### src/core/dstel_pkg.sv
package dstel_pkg;
   // System clock and the documented bit-rate range
   localparam int CLK_HZ = 40_000_000;
   localparam int BAUD_MIN = 2400;
   localparam int BAUD_MAX = 115200;
   localparam logic [15:0] DIV_MAX = 16'(CLK_HZ / BAUD_MIN);
   localparam logic [15:0] DIV_MIN = 16'(CLK_HZ / BAUD_MAX);
   // Character framing: start, 8 data, parity, stop
   localparam int CHAR_BITS = 11;
   localparam logic [3:0] LAST_BIT = 4'(CHAR_BITS - 1);
   localparam logic [3:0] PAR_BIT = 4'h9;
   // Telegram framing
   localparam logic [7:0] STX_CHAR = 8'h02;
   localparam int ADR_FMT_BIT = 7;
   localparam logic [6:0] ADR_BCAST = 7'h00;
   localparam logic [6:0] ADR_MIN = 7'h01;
   localparam logic [6:0] ADR_MAX = 7'h7e;
   localparam logic [7:0] LEN_OVERHEAD = 8'h02;
   localparam logic [7:0] LEN_SHORT = 8'h06;
   localparam logic [7:0] LEN_LONG = 8'h0e;
   localparam logic [8:0] IDX_LEN = 9'h001;
   localparam logic [8:0] IDX_ADR = 9'h002;
   // Parser and responder states
   typedef enum logic [2:0] {
      ST_HUNT, ST_LEN, ST_ADR, ST_DATA, ST_CHK, ST_WAIT, ST_SEND
   } dstel_state_t;
   // One received data byte with an end-of-telegram mark
   typedef struct packed {
      logic [7:0] data;
      logic last;
   } dstel_byte_t;
endpackage

### src/core/dstel_baud.sv
`timescale 1ns/1ps
`default_nettype none
module dstel_baud (
   // Clock and reset
   input wire logic sys_clk,
   input wire logic resetn,
   // Control
   input wire logic restart,
   input wire logic half_first,
   input wire logic [15:0] div,
   // Bit-period enable
   output logic tick
);
   logic [15:0] cnt_reg;
   logic [15:0] cnt_next;
   logic tick_next;

   // Restart aligns the phase; half_first lands ticks mid-bit for the receiver
   assign cnt_next = restart ? (half_first ? (div >> 1) : div - 16'h0001) :
                     (cnt_reg == 16'h0000) ? div - 16'h0001 : cnt_reg - 16'h0001;
   assign tick_next = !restart && (cnt_reg == 16'h0000);

   always_ff @(posedge sys_clk or negedge resetn) begin
      if (!resetn) begin
         cnt_reg <= 16'h0000;
         tick <= 1'b0;
      end else begin
         cnt_reg <= cnt_next;
         tick <= tick_next;
      end
   end
endmodule
`default_nettype wire

### src/core/dstel_fifo2.sv
`timescale 1ns/1ps
`default_nettype none
module dstel_fifo2 #(
   parameter int WIDTH = 9,
   parameter int DEPTH = 2
) (
   // Clock and reset
   input wire logic sys_clk,
   input wire logic resetn,
   // Fill side
   input wire logic in_valid,
   output logic in_ready,
   input wire logic [WIDTH-1:0] in_data,
   // Drain side
   output logic out_valid,
   input wire logic out_ready,
   output logic [WIDTH-1:0] out_data
);
   logic [WIDTH-1:0] mem_reg [DEPTH];
   logic [DEPTH-1:0] vld_reg;
   logic pop;
   logic push;

   initial begin
      if (DEPTH < 2 || WIDTH < 1) $error("dstel_fifo2: bad size");
   end

   // Slot 0 is always the head, so the output is a plain flop
   assign pop = vld_reg[0] && out_ready;
   assign push = in_valid && in_ready;
   assign in_ready = !vld_reg[DEPTH-1];
   assign out_valid = vld_reg[0];
   assign out_data = mem_reg[0];

   // Shift on pop, then write the new word into the first free slot
   always_ff @(posedge sys_clk or negedge resetn) begin
      if (!resetn) begin
         vld_reg <= '0;
         for (int i = 0; i < DEPTH; i++) mem_reg[i] <= '0;
      end else begin
         for (int i = 0; i < DEPTH; i++) begin
            logic v;
            logic [WIDTH-1:0] d;
            v = pop ? ((i < DEPTH - 1) ? vld_reg[(i + 1) % DEPTH] : 1'b0) : vld_reg[i];
            d = pop ? mem_reg[(i + 1) % DEPTH] : mem_reg[i];
            if (push && !v && (i == 0 || (pop ? vld_reg[i] : vld_reg[i - 1]))) begin
               v = 1'b1;
               d = in_data;
            end
            vld_reg[i] <= v;
            mem_reg[i] <= d;
         end
      end
   end
endmodule
`default_nettype wire

### src/core/dstel_slave.sv
`timescale 1ns/1ps
`default_nettype none
// Function
// - Characters are start, eight data, parity and stop: eleven bit periods.
// - Parity makes data plus parity hold an even count of ones; one stop.
// - Telegram opens with 02 hex, then length byte, then address byte.
// - Variable count of data bytes follows the address byte.
// - One check byte closes the telegram after the last data byte.
// - One master, at most 126 slaves; mastership never moves.
// - Drive never transmits unprompted; it only answers a request to it.
// - No slave-to-slave traffic; every telegram passes between the master and a slave.
// - Half duplex: drive drives the pair only while sending a response.
// - Short format of eight bytes carries process data.
// - Long format of sixteen bytes adds a parameter channel.
// - A variable-length format carries text strings.
// - Node address configurable, valid values 1 to 126.
// - Bit rate configurable from 2400 to 115200 baud.
// - Wait at least the minimum response delay before answering.
// - Drop a partial telegram when the byte gap exceeds the limit.
// - Control word carries start, stops, reset, speeds, reverse, set-up, relays.
// - Length byte is data count plus address plus check byte.
// - Check byte is XOR of telegram bytes, starting from zero.
// - Address bit 7 set, bits 0-6 address, zero meaning broadcast.
// - Response returns the received address byte unchanged.
module dstel_slave (
   // Clock and reset
   input wire logic sys_clk,
   input wire logic resetn,
   // Bus pair, driver enable high while driving
   input wire logic bus_rx,
   output logic bus_tx,
   output logic bus_tx_oe,
   // Configuration
   input wire logic [6:0] node_address,
   input wire logic [15:0] baud_div,
   input wire logic [15:0] min_resp_bits,
   input wire logic [15:0] max_ichar_bits,
   // Received data field stream
   output logic rx_valid,
   input wire logic rx_ready,
   output dstel_pkg::dstel_byte_t rx_byte,
   // Response data field stream
   input wire logic tx_valid,
   output logic tx_ready,
   input wire logic [7:0] tx_data,
   // Status
   output logic tel_ok,
   output logic tel_err,
   output logic cfg_bad,
   output logic responding
);
   dstel_pkg::dstel_state_t state_reg;
   dstel_pkg::dstel_state_t state_next;
   logic rx_busy_reg, rx_prev_reg, rx_done_reg, rx_perr_reg, rx_ferr_reg;
   logic [3:0] rx_cnt_reg;
   logic [9:0] rx_sh_reg;
   logic [7:0] rx_char_reg;
   logic [7:0] len_reg, adr_reg, chk_reg;
   logic [8:0] cnt_reg, idx_reg;
   logic bad_reg, hit_reg;
   logic [15:0] gap_cyc_reg, gap_bits_reg, tx_cyc_reg;
   logic tx_busy_reg, tx_ready_reg, bus_tx_reg, bus_oe_reg;
   logic [3:0] tx_cnt_reg;
   logic [9:0] tx_sh_reg;
   logic tel_ok_reg, tel_err_reg, cfg_bad_reg;
   logic rx_tick, tx_tick, rx_start, fifo_ready, fifo_push;
   logic adr_ok, addr_cfg_ok, baud_ok, timeout, tel_good;
   logic is_data, load, send_done;
   logic [7:0] tx_byte;

   // Even parity over the data byte
   function automatic logic par_even(input logic [7:0] d);
      return ^d;
   endfunction

   dstel_baud u_rx_baud (
      .sys_clk(sys_clk),
      .resetn(resetn),
      .restart(rx_start),
      .half_first(1'b1),
      .div(baud_div),
      .tick(rx_tick)
   );

   dstel_baud u_tx_baud (
      .sys_clk(sys_clk),
      .resetn(resetn),
      .restart(load),
      .half_first(1'b0),
      .div(baud_div),
      .tick(tx_tick)
   );

   // Two entries absorb a short stall by the consumer; beyond that the byte is lost
   dstel_fifo2 #(.WIDTH(9), .DEPTH(2)) u_buf (
      .sys_clk(sys_clk),
      .resetn(resetn),
      .in_valid(fifo_push),
      .in_ready(fifo_ready),
      .in_data({rx_char_reg, cnt_reg == 9'h001}),
      .out_valid(rx_valid),
      .out_ready(rx_ready),
      .out_data(rx_byte)
   );

   // Configuration checks
   assign baud_ok = baud_div >= dstel_pkg::DIV_MIN && baud_div <= dstel_pkg::DIV_MAX;
   assign addr_cfg_ok = node_address >= dstel_pkg::ADR_MIN &&
                        node_address <= dstel_pkg::ADR_MAX;

   // Receiver ignores the pair while our own driver is on
   assign rx_start = !rx_busy_reg && rx_prev_reg && !bus_rx && !bus_oe_reg && baud_ok;

   // Receive character: sample mid-bit, check parity and stop
   always_ff @(posedge sys_clk or negedge resetn) begin
      if (!resetn) begin
         rx_prev_reg <= 1'b1;
         rx_busy_reg <= 1'b0;
         rx_cnt_reg <= 4'h0;
         rx_sh_reg <= 10'h000;
         rx_done_reg <= 1'b0;
         rx_perr_reg <= 1'b0;
         rx_ferr_reg <= 1'b0;
         rx_char_reg <= 8'h00;
      end else begin
         rx_prev_reg <= bus_rx;
         rx_done_reg <= 1'b0;
         if (rx_start) begin
            rx_busy_reg <= 1'b1;
            rx_cnt_reg <= 4'h0;
         end else if (rx_busy_reg && rx_tick) begin
            rx_cnt_reg <= rx_cnt_reg + 4'h1;
            rx_sh_reg <= {bus_rx, rx_sh_reg[9:1]};
            if (rx_cnt_reg == 4'h0 && bus_rx) begin
               rx_busy_reg <= 1'b0; // Glitch, not a start bit
            end else if (rx_cnt_reg == dstel_pkg::LAST_BIT) begin
               rx_busy_reg <= 1'b0;
               rx_done_reg <= 1'b1;
               rx_char_reg <= rx_sh_reg[8:1];
               rx_perr_reg <= par_even(rx_sh_reg[8:1]) != rx_sh_reg[9];
               rx_ferr_reg <= !bus_rx;
            end
         end
      end
   end

   // Idle gap measured in bit periods, held at zero while the line is busy
   always_ff @(posedge sys_clk or negedge resetn) begin
      if (!resetn) begin
         gap_cyc_reg <= 16'h0000;
         gap_bits_reg <= 16'h0000;
      end else if (rx_busy_reg || rx_done_reg || bus_oe_reg) begin
         gap_cyc_reg <= 16'h0000;
         gap_bits_reg <= 16'h0000;
      end else if (gap_cyc_reg + 16'h0001 >= baud_div) begin
         gap_cyc_reg <= 16'h0000;
         if (gap_bits_reg != 16'hffff) gap_bits_reg <= gap_bits_reg + 16'h0001;
      end else begin
         gap_cyc_reg <= gap_cyc_reg + 16'h0001;
      end
   end

   // Parser decodes
   assign timeout = gap_bits_reg > max_ichar_bits && !rx_busy_reg;
   assign adr_ok = rx_char_reg[dstel_pkg::ADR_FMT_BIT] && addr_cfg_ok &&
                   (rx_char_reg[6:0] == node_address ||
                    rx_char_reg[6:0] == dstel_pkg::ADR_BCAST);
   assign tel_good = !bad_reg && !rx_perr_reg && !rx_ferr_reg &&
                     rx_char_reg == chk_reg;
   assign fifo_push = rx_done_reg && state_reg == dstel_pkg::ST_DATA && hit_reg;

   // Responder decodes: STX, length, address, data, check byte
   assign is_data = idx_reg > dstel_pkg::IDX_ADR && idx_reg <= {1'b0, len_reg};
   assign tx_byte = (idx_reg == 9'h000) ? dstel_pkg::STX_CHAR :
                    (idx_reg == dstel_pkg::IDX_LEN) ? len_reg :
                    (idx_reg == dstel_pkg::IDX_ADR) ? adr_reg :
                    is_data ? tx_data : chk_reg;
   assign load = state_reg == dstel_pkg::ST_SEND && !tx_busy_reg &&
                 idx_reg <= {1'b0, len_reg} + 9'h001 &&
                 (!is_data || (tx_valid && tx_ready_reg));
   assign send_done = state_reg == dstel_pkg::ST_SEND && !tx_busy_reg && !load &&
                      idx_reg == {1'b0, len_reg} + 9'h002;

   // Next state of the telegram sequencer
   always_comb begin
      state_next = state_reg;
      unique case (state_reg)
         dstel_pkg::ST_HUNT: begin
            if (rx_done_reg && rx_char_reg == dstel_pkg::STX_CHAR &&
                !rx_perr_reg && !rx_ferr_reg) state_next = dstel_pkg::ST_LEN;
         end
         dstel_pkg::ST_LEN, dstel_pkg::ST_ADR, dstel_pkg::ST_DATA, dstel_pkg::ST_CHK: begin
            if (timeout) begin
               state_next = dstel_pkg::ST_HUNT;
            end else if (rx_done_reg) begin
               if (state_reg == dstel_pkg::ST_LEN)
                  state_next = rx_char_reg < dstel_pkg::LEN_OVERHEAD ?
                               dstel_pkg::ST_HUNT : dstel_pkg::ST_ADR;
               else if (state_reg == dstel_pkg::ST_ADR)
                  state_next = cnt_reg == 9'h000 ? dstel_pkg::ST_CHK : dstel_pkg::ST_DATA;
               else if (state_reg == dstel_pkg::ST_DATA)
                  state_next = cnt_reg == 9'h001 ? dstel_pkg::ST_CHK : dstel_pkg::ST_DATA;
               else
                  state_next = (tel_good && hit_reg && adr_reg[6:0] != dstel_pkg::ADR_BCAST) ?
                               dstel_pkg::ST_WAIT : dstel_pkg::ST_HUNT;
            end
         end
         dstel_pkg::ST_WAIT: begin
            if (gap_bits_reg >= min_resp_bits) state_next = dstel_pkg::ST_SEND;
         end
         dstel_pkg::ST_SEND: begin
            if (send_done) state_next = dstel_pkg::ST_HUNT;
         end
      endcase
   end

   // Telegram fields, running check byte and error accumulation
   always_ff @(posedge sys_clk or negedge resetn) begin
      if (!resetn) begin
         state_reg <= dstel_pkg::ST_HUNT;
         len_reg <= 8'h00;
         adr_reg <= 8'h00;
         chk_reg <= 8'h00;
         cnt_reg <= 9'h000;
         idx_reg <= 9'h000;
         bad_reg <= 1'b0;
         hit_reg <= 1'b0;
      end else begin
         state_reg <= state_next;
         if (rx_done_reg && state_reg != dstel_pkg::ST_WAIT &&
             state_reg != dstel_pkg::ST_SEND) begin
            chk_reg <= (state_reg == dstel_pkg::ST_HUNT) ? rx_char_reg :
                       chk_reg ^ rx_char_reg;
            if (rx_perr_reg || rx_ferr_reg) bad_reg <= 1'b1;
            if (state_reg == dstel_pkg::ST_HUNT) bad_reg <= 1'b0;
            if (state_reg == dstel_pkg::ST_LEN) begin
               len_reg <= rx_char_reg;
               cnt_reg <= {1'b0, rx_char_reg - dstel_pkg::LEN_OVERHEAD};
            end
            if (state_reg == dstel_pkg::ST_ADR) begin
               adr_reg <= rx_char_reg;
               hit_reg <= adr_ok;
            end
            if (state_reg == dstel_pkg::ST_DATA) begin
               cnt_reg <= cnt_reg - 9'h001;
               if (hit_reg && !fifo_ready) bad_reg <= 1'b1; // Overrun drops the telegram
            end
         end
         if (state_reg != dstel_pkg::ST_WAIT && state_next == dstel_pkg::ST_WAIT) begin
            chk_reg <= 8'h00;
            idx_reg <= 9'h000;
         end
         if (load) begin
            chk_reg <= chk_reg ^ tx_byte;
            idx_reg <= idx_reg + 9'h001;
         end
      end
   end

   // Transmit character: start bit at once, then ten more bit periods
   always_ff @(posedge sys_clk or negedge resetn) begin
      if (!resetn) begin
         tx_busy_reg <= 1'b0;
         tx_cnt_reg <= 4'h0;
         tx_sh_reg <= 10'h3ff;
         tx_cyc_reg <= 16'h0000;
         bus_tx_reg <= 1'b1;
      end else if (load) begin
         tx_busy_reg <= 1'b1;
         tx_cnt_reg <= 4'h0;
         tx_sh_reg <= {1'b1, par_even(tx_byte), tx_byte};
         tx_cyc_reg <= 16'h0000;
         bus_tx_reg <= 1'b0;
      end else if (tx_busy_reg) begin
         tx_cyc_reg <= tx_cyc_reg + 16'h0001;
         if (tx_tick) begin
            if (tx_cnt_reg == dstel_pkg::LAST_BIT) begin // Stop bit has run a full period
               tx_busy_reg <= 1'b0;
               bus_tx_reg <= 1'b1;
            end else begin
               bus_tx_reg <= tx_sh_reg[0];
               tx_sh_reg <= {1'b1, tx_sh_reg[9:1]};
               tx_cnt_reg <= tx_cnt_reg + 4'h1;
            end
         end
      end
   end

   // Driver enable and response handshake; enable spans the whole response only
   always_ff @(posedge sys_clk or negedge resetn) begin
      if (!resetn) begin
         bus_oe_reg <= 1'b0;
         tx_ready_reg <= 1'b0;
         tel_ok_reg <= 1'b0;
         tel_err_reg <= 1'b0;
         cfg_bad_reg <= 1'b0;
      end else begin
         bus_oe_reg <= state_next == dstel_pkg::ST_SEND;
         tx_ready_reg <= state_reg == dstel_pkg::ST_SEND && !tx_busy_reg &&
                         is_data && !load;
         tel_ok_reg <= state_reg == dstel_pkg::ST_CHK && rx_done_reg && !timeout &&
                       tel_good && hit_reg;
         tel_err_reg <= (state_reg == dstel_pkg::ST_CHK && rx_done_reg && !timeout &&
                         !tel_good) || (timeout && state_reg != dstel_pkg::ST_HUNT &&
                         state_reg != dstel_pkg::ST_WAIT && state_reg != dstel_pkg::ST_SEND);
         cfg_bad_reg <= !baud_ok || !addr_cfg_ok;
      end
   end

   assign bus_tx = bus_tx_reg;
   assign bus_tx_oe = bus_oe_reg;
   assign tx_ready = tx_ready_reg;
   assign tel_ok = tel_ok_reg;
   assign tel_err = tel_err_reg;
   assign cfg_bad = cfg_bad_reg;
   assign responding = bus_oe_reg;

   // Checks
   oe_only_send_a: assert property (@(posedge sys_clk) disable iff (!resetn)
      !bus_tx_oe |-> !tx_busy_reg && bus_tx_reg) else $error("driver off while sending");
   send_after_wait_a: assert property (@(posedge sys_clk) disable iff (!resetn)
      $rose(state_reg == dstel_pkg::ST_SEND) |-> $past(state_reg) == dstel_pkg::ST_WAIT)
      else $error("response without request");
   min_delay_a: assert property (@(posedge sys_clk) disable iff (!resetn)
      $rose(state_reg == dstel_pkg::ST_SEND) |-> $past(gap_bits_reg) >= $past(min_resp_bits))
      else $error("response too early");
   start_bit_a: assert property (@(posedge sys_clk) disable iff (!resetn)
      load |=> !bus_tx_reg && tx_busy_reg) else $error("no start bit");
   char_len_a: assert property (@(posedge sys_clk) disable iff (!resetn)
      tx_busy_reg && tx_tick && tx_cnt_reg == dstel_pkg::LAST_BIT |->
      tx_cyc_reg == 16'(dstel_pkg::CHAR_BITS * baud_div))
      else $error("character not eleven bits long");
   tx_parity_a: assert property (@(posedge sys_clk) disable iff (!resetn)
      load |=> tx_sh_reg[8] == ^tx_sh_reg[7:0] && tx_sh_reg[9]) else $error("bad parity");
   addr_echo_a: assert property (@(posedge sys_clk) disable iff (!resetn)
      load && idx_reg == dstel_pkg::IDX_ADR |=> tx_sh_reg[7:0] == adr_reg)
      else $error("address not echoed");
   ichar_drop_a: assert property (@(posedge sys_clk) disable iff (!resetn)
      timeout && state_reg inside {dstel_pkg::ST_LEN, dstel_pkg::ST_ADR, dstel_pkg::ST_DATA,
      dstel_pkg::ST_CHK} |=> state_reg == dstel_pkg::ST_HUNT && tel_err_reg)
      else $error("timeout ignored");
   bad_check_a: assert property (@(posedge sys_clk) disable iff (!resetn)
      rx_done_reg && state_reg == dstel_pkg::ST_CHK && rx_char_reg != chk_reg
      |=> !tel_ok_reg && state_reg == dstel_pkg::ST_HUNT) else $error("bad check accepted");
endmodule
`default_nettype wire

### config.mk
export PLATFORM = sky130hd
export DESIGN_NAME = dstel_slave
export DESIGN_NICKNAME = d
export VERILOG_FILES = /design/src/core/dstel_pkg.sv /design/src/core/dstel_baud.sv /design/src/core/dstel_fifo2.sv /design/src/core/dstel_slave.sv
export SDC_FILE = /design/constraint.sdc
export NUM_CORES = 1
export LEC_CHECK = 0
export ABC_CLOCK_PERIOD_IN_PS = 7200
export CORE_AREA = 4 4 144 146
export DETAILED_ROUTE_END_ITERATION = 7
export DIE_AREA = 0 0 148 150
export DONT_BUFFER_PORTS = 1
export PLACE_DENSITY_LB_ADDON = 0.12
export REMOVE_ABC_BUFFERS = 1
export SLEW_MARGIN = 20
export SYNTH_ARGS = -nofsm -noshare
export SYNTH_HDL_FRONTEND = slang
export SYNTH_SLANG_ARGS = --single-unit
### constraint.sdc
create_clock -name sys_clk -period 7.2 [get_ports sys_clk]
set_input_delay 0.72 -clock sys_clk [delete_from_list [all_inputs] [get_ports sys_clk]]
set_output_delay 0.72 -clock sys_clk [all_outputs]
set_load 0.05 [all_outputs]
==> run_results.csv, run 1 <==
group,metric,value,unit
yosys,synth-main-ff-cell,"dfrtp_1",
yosys,postSynth.asyncResetShare,100.0,%
layout,diodes,0,
cts,cts_setup_buffers,0,
cts,clk_pin_slew,0.07,ns
global_route,grt_max_degree,169,
cts,cts_tree,"built",
layout,final_nets,1503,
yosys,synth.most_common_cell,"dfrtp_1",
sta,finalHoldViolations,0,
die,die_h,150,um
detailed_routing,drtIter0Drc,970,
global_route,grt_pass1_vias,9466,
die,io_pins,85,
die,core,19400,um2
yosys,netlist.area_leader.share,34.60,%
yosys,yosysSeqAreaShare,36.97,%
worst_setup_path,crit_fanout,31,
worst_setup_path,rr_worst_depth,14,
die,die-width,148,um
sta,period_needed,4.107,ns
placement,gp_congestion,0.9086,
placement,place_hpwl,21600,um
layout,stdcell_count,1625,
global_route,grt_pass1_wl,48550,um
worst_setup_path,arrival,4.45,ns
yosys,ys_warn_count,0,
worst_setup_path,crit_path_start_kind,"flop",
sta,relSlewSlack,27.07,%
sta,fin_skew,0.01091,ns
layout,drive_above_1_share,6.912,%
cts,cts_inserted_buffers,17,
worst_setup_path,max_stage_delay,0.73,ns
power,p_leak,0.006020,uW
worst_setup_path,r2r_start,"len_reg[0]",
placement,portBuffers,0,
worst_setup_path,reg2reg_slack,3.09,ns
sta,finalCritPeriodShare,57.04,%
sta,rsz0062_at_grt,"false",
global_route,grt_antenna_before_repair,1,
yosys,ys_ff_latch,179,
power,max-vdd-ir-drop,0.1906,mV
placement,pre_cts_slack,3.066,ns
detailed_routing,route.detailed.wl_per_inst,18.33,um
layout,num-fill-cells,1646,
yosys,synth_edf_count,0,
worst_setup_path,path_cells,"ha_1, and3_1, nand3_1, xnor2_1, ha_1, a21o_1, a21o_1, a2111oi_0, a21oi_1, or3_1, buf_4, nand2_1, nor2_1, a21oi_1",
die,num_rows,51,
min_path,hold_class,"input pin to async pin",
yosys,synthCells,1395,
power,power_density,198.2,nW/um2
sta,slew_viol_final,0,
detailed_routing,via_per_inst,6.110,
sta,max_slew.worst_pin.slew,1.091,ns
cts,cts_resized,0,
worst_setup_path,crit_family,"simple AND/OR/NAND/NOR gates",
detailed_routing,drt_wl_total,29780,um
placement,dp.cells,1592,
detailed_routing,ant_nets,0,
sta,max_freq,0.2435,GHz
worst_setup_path,worst-path-buf-inv,1,
yosys,synth_area_leaders,"dfrtp_1 (35%), ha_1 (9.1%), xnor2_1 (4.5%)",
yosys,yosys.area.top_type,"dfrtp_1",
detailed_routing,firstDrtPassIters,6,
cts,max-clock-path-buffers,2,
worst_setup_path,worstSetupPathType,"flop to flop",
yosys,syn-cell-area,12150,um2
sta,setup_slack,3.093,ns
worst_setup_path,endpoint_kind,"flop",
power,fin_total_pwr,2540,uW
cts,cts-root-buf,"clkbuf_16",
worst_setup_path,crit-reg2reg-capture,"u_tx_baud.cnt_reg[8]",
layout,syn2layout_area_growth,5.447,%
detailed_routing,drc,0,
sta,finalSetupTns,0,ns
worst_setup_path,crit_required,7.54,ns
yosys,syn_area_per_cell,8.711,um2
yosys,synth_commonest_cells,"dfrtp_1 (168), nand2_1 (132), nor2_1 (112), o21ai_0 (93), a21oi_1 (91)",
global_route,grt_use_total,27.24,%
cts,h-tree-depth,4,
status,status,"completed",
cts,clock-sinks,179,
die,die_area,22200,um2
cts,clk_latency,0.43,ns
global_route,grt-ovfl-total,0,
layout,fin_util,66.05,%
worst_setup_path,crit_slowest_cell,"nand2_1",
detailed_routing,vias,9929,
yosys,synth_cell_types,76,
flow_run,cap_violations,0,
die,start_util,62.64,%
sta,setup_viol,0,
==> report_power, final <==
| group | switching (uW) | total, uW | internal (uW) |
|---|---|---|---|
| clock | 425 | 900 | 475 |
| combinational | 252 | 430 | 177 |
| sequential | 111 | 1210 | 1100 |
==> worst reg2reg max path, delay by kind of cell, from the launching register on <==
kind                     cells  cell delay (ns)
buffers and inverters        1             0.23
adder cells (fa/ha/maj)      2             0.53
XOR/XNOR                     1             0.16
flip-flops                   1             0.47
AND/OR/NAND/NOR              5             1.58
AO/OA/AOI/OAI                5             1.05
==> layout make-up <==
cell class / count / area [um2] / share of cell area, %
clock buffer: 20 / 456.7 / 3.564
clock inverter: 12 / 117.6 / 0.9179
inverter: 82 / 307.8 / 2.402
multi-input combinational: 1059 / 7027 / 54.84
sequential: 179 / 4493 / 35.07
tap: 265 / 331.6 / 2.588
timing repair buffer: 8 / 80.08 / 0.6249
==> kinds of logic after synthesis <==
logic type / synth area share, %
DFF: 36.97
and+or+nand+nor: 19.58
adders and majority gates: 9.061
AOI/OAI and AO/OA: 17.41
xor gates and xnor gates: 8.042
muxes: 3.532
buffers and inverters: 5.395
==> through the flow <==
step	area (um2)	hold slack, ns
6_report	12810	0.1313
5_1_grt	12810	0.1054
4_1_cts	12800	0.1160
3_5_place_dp	12200	0.4307
3_3_place_gp	12200	0.4312
2_1_floorplan	11800	0.4244
==> worst max-delay path by stage <==
stage | from | end | slack [ns] | cells after the start
floorplan | baud_div[0] | gap_bits_reg[10] | 3.25 | 12
global placement | baud_div[0] | gap_bits_reg[10] | 3.16 | 12
detailed placement | baud_div[0] | gap_bits_reg[10] | 3.07 | 12
CTS | len_reg[0] | u_tx_baud.cnt_reg[3] | 3.12 | 14
global route | len_reg[0] | u_tx_baud.cnt_reg[0] | 2.80 | 14
finish | len_reg[0] | u_tx_baud.cnt_reg[8] | 3.09 | 14
==> metal layers <==
| metal | share of wire [%] | GRT usage (%) |
|---|---|---|
| met5 | 0.044 | 0 |
| met4 | 2.8 | 8.545 |
| met3 | 6.3 | 6.299 |
| met2 | 49 | 45.88 |
| met1 | 42 | 35.09 |
==> repair_timing <==
action,CTS,global route
endpoints found under the hold margin,168,0
hold buffers,1,0
setup endpoints to repair,0,0
==> placed cells by master, fill, tap and decap left out, drive strengths merged, types with 20 or more instances in the layout <==
cell type | Yosys | layout
clkbuf | 50 | 20
nand3 | 42 | 42
mux2 | 23 | 23
inv | 81 | 86
nor3 | 43 | 43
nand4 | 24 | 24
xnor2 | 62 | 62
nor2 | 113 | 113
a21oi | 91 | 91
nand2 | 133 | 133
a21o | 33 | 33
nor2b | 25 | 25
xor2 | 47 | 47
ha | 88 | 88
and3 | 21 | 21
dfrtp | 168 | 168
o21ai | 106 | 106
nor4 | 20 | 20
Power figures use the tool's default switching activity.
==> inputs of run 2 (changes only) <==
Settings changed: ABC_AREA set to 1, ABC_CLOCK_PERIOD_IN_PS 7200 to 4300, CORE_AREA 4 4 144 146 to 4 4 147 149, DIE_AREA 0 0 148 150 to 0 0 151 153.
Clock period 7.2 ns to 4.3 ns, I/O delays scaled along.
==> run 2 against run 1 <==
The run now ends with negative hold slack left. Synthesized cell count is 20% higher. Critical path depth is 6 higher. Combinational power rose to 5.1 times the previous value. Core utilization decreased by 0.37 points. Global-route usage down 0.69 points. Power grew to 2.5 times the previous value. Critical endpoint is now gap_bits_reg[14]. Register-to-register slack got worse by 2.5 ns. Via count rose by 9.4%.
==> run_results.csv, run 2 <==
group,metric,value,unit
die,core,20170,um2
sta,setup_viol,0,
worst_setup_path,crit_required,4.63,ns
placement,gp_congestion,0.9225,
die,die_h,153,um
cts,clk_pin_slew,0.07,ns
sta,max_slew.worst_pin.slew,1.049,ns
global_route,met3_usage,4.353,%
yosys,ys_warn_count,0,
layout,num-fill-cells,1742,
layout,syn2layout_area_growth,5.690,%
detailed_routing,drt_wl_total,30130,um
global_route,grt-ovfl-total,0,
min_path,hold_class,"input pin to async pin",
power,p_switching,2519,uW
worst_setup_path,endpoint_kind,"flop",
detailed_routing,drc,0,
yosys,synth_cell_types,61,
power,swShare,39.65,%
layout,final_cell_mix,"nand2_1 (316), inv_1 (260), dfrtp_1 (168)",
yosys,yosys.area.top_type,"dfrtp_1",
sta,period_needed,3.665,ns
cts,cts_tree,"built",
yosys,synth.most_common_cell,"nand2_1",
power,p_comb_share,34.7,%
detailed_routing,firstDrtPassIters,6,
yosys,netlist.area_leader.share,33.54,%
global_route,grt_pass1_wl,50180,um
sta,finalCritPeriodShare,85.22,%
global_route,grt_max_degree,180,
sta,finalHoldViolations,168,
die,num_rows,52,
sta,finalSetupTns,0,ns
yosys,postSynth.asyncResetShare,100.0,%
power,fin_total_pwr,6353,uW
global_route,top_usage_layer,"met2",
layout,drive_above_1_share,6.261,%
sta,slew_viol_final,0,
yosys,ys_ff_latch,179,
yosys,synth-main-ff-cell,"dfrtp_1",
die,start_util,62.15,%
sta,relSlewSlack,29.89,%
detailed_routing,drtIter0Drc,735,
yosys,synthMuxAreaShare,0.5889,%
status,status,"finished, violations left",
layout,diodes,0,
cts,clock-sinks,179,
worst_setup_path,cp-startpoint,"gap_cyc_reg[0]",
cts,cts_hold_buf,1,
worst_setup_path,crit_path_start_kind,"flop",
detailed_routing,ant_nets,0,
die,die-width,151,um
flow_run,cap_violations,0,
detailed_routing,via_per_inst,5.624,
yosys,synth_area_leaders,"dfrtp_1 (34%), nand2_1 (9.5%), ha_1 (8.8%)",
worst_setup_path,r2r_start,"gap_cyc_reg[0]",
yosys,synth_fa_ha_area_share,8.783,%
yosys,synth_edf_count,0,
placement,place_hpwl,22820,um
detailed_routing,route.detailed.wl_per_inst,15.60,um
cts,cts_resized,0,
worst_setup_path,arrival,3.99,ns
worst_setup_path,rr_worst_depth,20,
yosys,syn-cell-area,12540,um2
power,p_int,3834,uW
yosys,yosysSeqAreaShare,35.84,%
power,p_leak,0.006480,uW
global_route,grt_pass1_vias,10570,
sta,whs,-0.3197,ns
global_route,grt.met1_usage,36.46,%
cts,clk_latency,0.44,ns
power,max-vdd-ir-drop,0.2877,mV
cts,cts_inserted_buffers,17,
global_route,grt_use_total,26.55,%
sta,max_freq,0.2729,GHz
die,io_pins,85,
worst_setup_path,crit_end,"gap_bits_reg[14]",
yosys,syn_area_per_cell,7.480,um2
yosys,synth_commonest_cells,"nand2_1 (316), inv_1 (260), dfrtp_1 (168), nor2_1 (152), o21ai_0 (119)",
cts,max-clock-path-buffers,2,
cts,h-tree-depth,4,
yosys,synthCells,1676,
yosys,synthSimpleGateAreaFrac,25.11,%
sta,fin_skew,0.01170,ns
die,die_area,23100,um2
status,violations,"negative hold slack",
placement,portBuffers,0,
power,p_clk_share,25.9,%
detailed_routing,vias,10860,
yosys,synth-compound-area-share,13.28,%
global_route,grt_use_met2,43.64,%
global_route,grt_antenna_before_repair,0,
sta,rsz0062_at_grt,"false",
cts,cts-root-buf,"clkbuf_16",
yosys,synthXorXnorAreaFrac,5.939,%
layout,layout_commonest_cell,"nand2_1",
cts,cts_setup_buffers,0,
worst_setup_path,worstSetupPathType,"flop to flop",
power,power_frac_seq,39.4,%
worst_setup_path,crit-reg2reg-capture,"gap_bits_reg[14]",
yosys,synth_top_family_by_area,"simple AND/OR/NAND/NOR gates",
layout,final_nets,1805,
worst_setup_path,reg2reg_slack,0.64,ns
power,power_density,479.5,nW/um2
worst_setup_path,crit_fanout,9,
## run 2: layout make-up
type	count	area (um2)	area share (%)
inverter	278	1046	7.895
tap	270	337.8	2.550
clock buffer	19	442.9	3.343
sequential	179	4493	33.91
timing repair buffer	3	25.02	0.1889
multi-input combinational	1170	6733	50.82
clock inverter	12	171.4	1.294
## run 2: cells by family (layout without fill, tap and decap cells)
family,count (synthesis),count (layout)
flops,179,179
fa+ha+maj,88,88
buf+inv,327,312
mux,7,7
xor+xnor,85,85
simple gates,696,696
compound gates,294,294
## run 2: stage by stage
stage / std cells / util, % / setup slack (ns) / cell area, um2
after global routing: 1931 / 65.69 / 0.2275 / 13250
final: 1931 / 65.69 / 0.6355 / 13250
after floorplan: 1627 / - / 0.8540 / 12270
after global placement: 1899 / 62.59 / 0.7388 / 12620
after CTS: 1931 / 65.69 / 0.6158 / 13250
after detailed placement: 1899 / 62.59 / 0.6512 / 12620
## run 2: worst min path at each step
| stage | from | to | slack [ns] | cells after the start |
|---|---|---|---|---|
| 6_report | resetn | u_buf.out_data[5] | -0.32 | 0 |
| 5_1_grt | resetn | u_buf.out_data[5] | -0.34 | 0 |
| 4_1_cts | resetn | u_buf.mem_reg[5] | -0.33 | 0 |
| 3_5_place_dp | resetn | u_buf.out_data[5] | 0.14 | 0 |
| 3_3_place_gp | resetn | u_buf.mem_reg[5] | 0.14 | 0 |
| 2_1_floorplan | resetn | adr_reg[0] | 0.13 | 0 |
## run 2: worst max-delay path: stages, from the launching register on
cell,delay [ns]
dfrtp_1,0.40
nand3_1,0.12
nor2_1,0.10
nand2_1,0.10
nor3b_2,0.24
nand3_1,0.17
nor3b_2,0.24
nand3_1,0.14
nor2_1,0.14
xnor2_1,0.15
inv_1,0.06
ha_1,0.31
a21oi_1,0.14
o21ai_0,0.09
a21oi_1,0.15
nand4_2,0.16
nand2_2,0.19
clkinv_1,0.23
nand2_1,0.19
nor3_1,0.06
o21a_1,0.16
## run 2: routing by layer
metal,part of all wire [%],wire length [um]
met3,5.3,1598
met1,45,13590
met2,47,14300
met4,2.1,647
met5,0,0
## run 2: power by group through the flow
stage                     sequential [uW]  clock [uW]  combinational, uW
after global routing                 2550        1730               2530
after CTS                            2500        1670               2200
after global placement               2510           0               2110
final                                2500        1640               2210
after floorplan                      2440           0               1740
after detailed placement             2520           0               2180
==> inputs of run 3 (changes only) <==
--- a/config.mk
+++ b/config.mk
@@ -8,7 +8,8 @@
 export ABC_AREA = 1
 export ABC_CLOCK_PERIOD_IN_PS = 4300
-export CORE_AREA = 4 4 147 149
+export CORE_AREA = 2 2 145 147
+export CTS_BUF_LIST = sky130_fd_sc_hd__clkbuf_4
 export DETAILED_ROUTE_END_ITERATION = 7
-export DIE_AREA = 0 0 151 153
+export DIE_AREA = 0 0 147 149
 export DONT_BUFFER_PORTS = 1
 export PLACE_DENSITY_LB_ADDON = 0.12
==> constraint.sdc (replaced) <==
create_clock -name sys_clk -period 4.3 [get_ports sys_clk]
set_input_delay 0.645 -clock sys_clk [delete_from_list [all_inputs] [get_ports sys_clk]]
set_output_delay 0.645 -clock sys_clk [all_outputs]
set_load 0.05 [all_outputs]
==> run 3 against run 2 <==
The flow still finishes with violations (negative hold slack). Design area down 2.7%. Combinational power hardly changed. Core utilization shrank 3.0 points. Fmax down 0.38%. Critical path depth unchanged. Clock skew grew 0.015 ns. First-iteration DRC count shrank 4.4%. Non-clock buffer count up 1. Sequential power about the same.
==> run_results.csv, run 3 (same netlist as run 2, synthesis figures left out) <==
group,metric,value,unit
power,power_density,430.8,nW/um2
worst_setup_path,max_stage_delay,0.43,ns
layout,syn2layout_area_growth,2.845,%
worst_setup_path,worstSetupPathType,"flop to flop",
cts,cts-root-buf,"clkbuf_4",
layout,drive_above_1_share,6.318,%
cts,clk_pin_slew,0.16,ns
placement,gp_congestion,0.8906,
placement,place_hpwl,22430,um
global_route,grt-ovfl-total,0,
worst_setup_path,path_cells,"nand3_1, nor2_1, nand2_1, nor3b_2, nand3_1, nor3b_2, nand3_1, nor2_1, xnor2_1, inv_1, ha_1, a21oi_1, o21ai_0, a21oi_1, nand4_2, nand2_2, clkinv_1, nand2_1, nor3_1, o21a_1",
sta,max_freq,0.2719,GHz
global_route,grt_use_total,27.96,%
worst_setup_path,worst-path-buf-inv,2,
sta,max_slew.worst_pin.slew,0.9520,ns
worst_setup_path,arrival,4.17,ns
detailed_routing,vias,10780,
detailed_routing,top_layer_used,"met4",
worst_setup_path,crit_path_start_kind,"flop",
cts,clock-sinks,179,
detailed_routing,wl_met2,14100,um
sta,setup_viol,0,
sta,finalHoldViolations,168,
sta,finalSetupTns,0,ns
cts,cts_resized,0,
detailed_routing,firstDrtPassIters,5,
power,max-vdd-ir-drop,0.2896,mV
die,start_util,60.98,%
worst_setup_path,crit-reg2reg-capture,"gap_bits_reg[14]",
sta,period_needed,3.678,ns
sta,relSlewSlack,36.53,%
status,violations,"negative hold slack",
worst_setup_path,crit_slowest_cell,"dfrtp_1",
cts,h-tree-depth,4,
sta,rsz0062_at_grt,"false",
sta,finalCritPeriodShare,85.54,%
min_path,hold_class,"input pin to async pin",
layout,seqCellArea,4493,um2
global_route,grt_pass1_vias,10410,
detailed_routing,drtIter0Drc,703,
layout,num-fill-cells,1931,
worst_setup_path,crit_fanout,9,
power,p_leak,0.006310,uW
cts,cts_setup_buffers,0,
global_route,grt_antenna_before_repair,2,
layout,stdcell_count,1939,
worst_setup_path,rr_worst_depth,20,
global_route,grt_max_degree,180,
global_route,grt_pass1_wl,49560,um
detailed_routing,wl_met3,1695,um
cts,cts_tree,"built",
layout,multi_input_area,6735,um2
detailed_routing,wirelength_met1,13070,um
detailed_routing,via_per_inst,5.560,
die,io_pins,85,
detailed_routing,drt_wl_total,29640,um
cts,max-clock-path-buffers,2,
worst_setup_path,reg2reg_slack,0.62,ns
detailed_routing,route.detailed.wl_per_inst,15.29,um
placement,dp.cells,1905,
layout,layout_commonest_cell,"nand2_1",
sta,slew_viol_final,0,
detailed_routing,drc,0,
sta,whs,-0.2733,ns
worst_setup_path,crit_required,4.79,ns
detailed_routing,ant_nets,0,
layout,final_nets,1806,
worst_setup_path,endpoint_kind,"flop",
die,die_h,149,um
die,die_area,21900,um2
flow_run,cap_violations,0,
cts,clk_latency,0.58,ns
cts,cts_inserted_buffers,17,
placement,portBuffers,0,
layout,final_cell_mix,"nand2_1 (315), inv_1 (260), dfrtp_1 (168)",
die,die-width,147,um
worst_setup_path,crit_family,"simple AND/OR/NAND/NOR gates",
die,num_rows,53,
status,status,"finished, violations left",
worst_setup_path,r2r_start,"gap_cyc_reg[0]",
sta,fin_skew,0.02693,ns
power,fin_total_pwr,5554,uW
die,core,20560,um2
worst_setup_path,crit_top_cell,"nand3_1",
## run 3: changes by cell type in the layout (fill, tap and decap cells not counted), sizes merged
cell      delta
bufinv       -3
clkinvlp     +2
diode        +2
buf          +1
clkbuf       -1
clkinv       +1
inv          +1
## run 3: worst register-to-register path: stages (launching register included)
cell and delay, ns:
dfrtp_1 0.43, nand3_1 0.13, nor2_1 0.12, nand2_1 0.10
nor3b_2 0.22, nand3_1 0.17, nor3b_2 0.24, nand3_1 0.14
nor2_1 0.14, xnor2_1 0.15, inv_1 0.06, ha_1 0.31
a21oi_1 0.15, o21ai_0 0.10, a21oi_1 0.15, nand4_2 0.16
nand2_2 0.18, clkinv_1 0.24, nand2_1 0.19, nor3_1 0.06
o21a_1 0.16
## run 3: area by class of cell
class                           instances  area share (%)
Multi-Input combinational cell       1170           52.24
Sequential cell                       179           34.85
Inverter                              278           8.113
Tap cell                              275           2.669
Clock buffer                           18           1.048
Clock inverter                         13          0.7861
Timing Repair Buffer                    4          0.2523
Antenna cell                            2         0.03882
## run 3: metal layers
metal,vias to the layer above,GRT usage [%]
met5,-,0
met4,0,9.135
met3,49,5.107
met2,276,47.18
met1,5022,36.76
li1,5434,-
## run 3: how the worst max path moves through the flow
stage	startpoint	to	slack (ns)	cells past startpoint
5_1_grt	gap_cyc_reg[0]	gap_bits_reg[10]	0.11	18
4_1_cts	gap_cyc_reg[0]	gap_bits_reg[14]	0.62	20
3_3_place_gp	gap_cyc_reg[0]	gap_bits_reg[14]	0.74	20
2_1_floorplan	gap_cyc_reg[0]	gap_bits_reg[14]	0.85	20
6_report	gap_cyc_reg[0]	gap_bits_reg[14]	0.62	20
3_5_place_dp	gap_cyc_reg[0]	gap_bits_reg[14]	0.65	20
## run 3: power breakdown
group	internal (uW)	switching, uW
registers	2070	430
clock network	240	621
logic	825	1370
total	3130	2420
## run 3: metrics by stage
stage / hold WS, ns / area [um2] / setup slack [ns] / util [%]
2_1_floorplan: 0.3494 / 12270 / 0.8540 / -
3_3_place_gp: 0.3550 / 12640 / 0.7379 / 61.48
3_5_place_dp: 0.3537 / 12640 / 0.6458 / 61.48
4_1_cts: -0.3016 / 12870 / 0.6171 / 62.63
5_1_grt: -0.3268 / 12890 / 0.1129 / 62.71
6_report: -0.2733 / 12890 / 0.6217 / 62.71
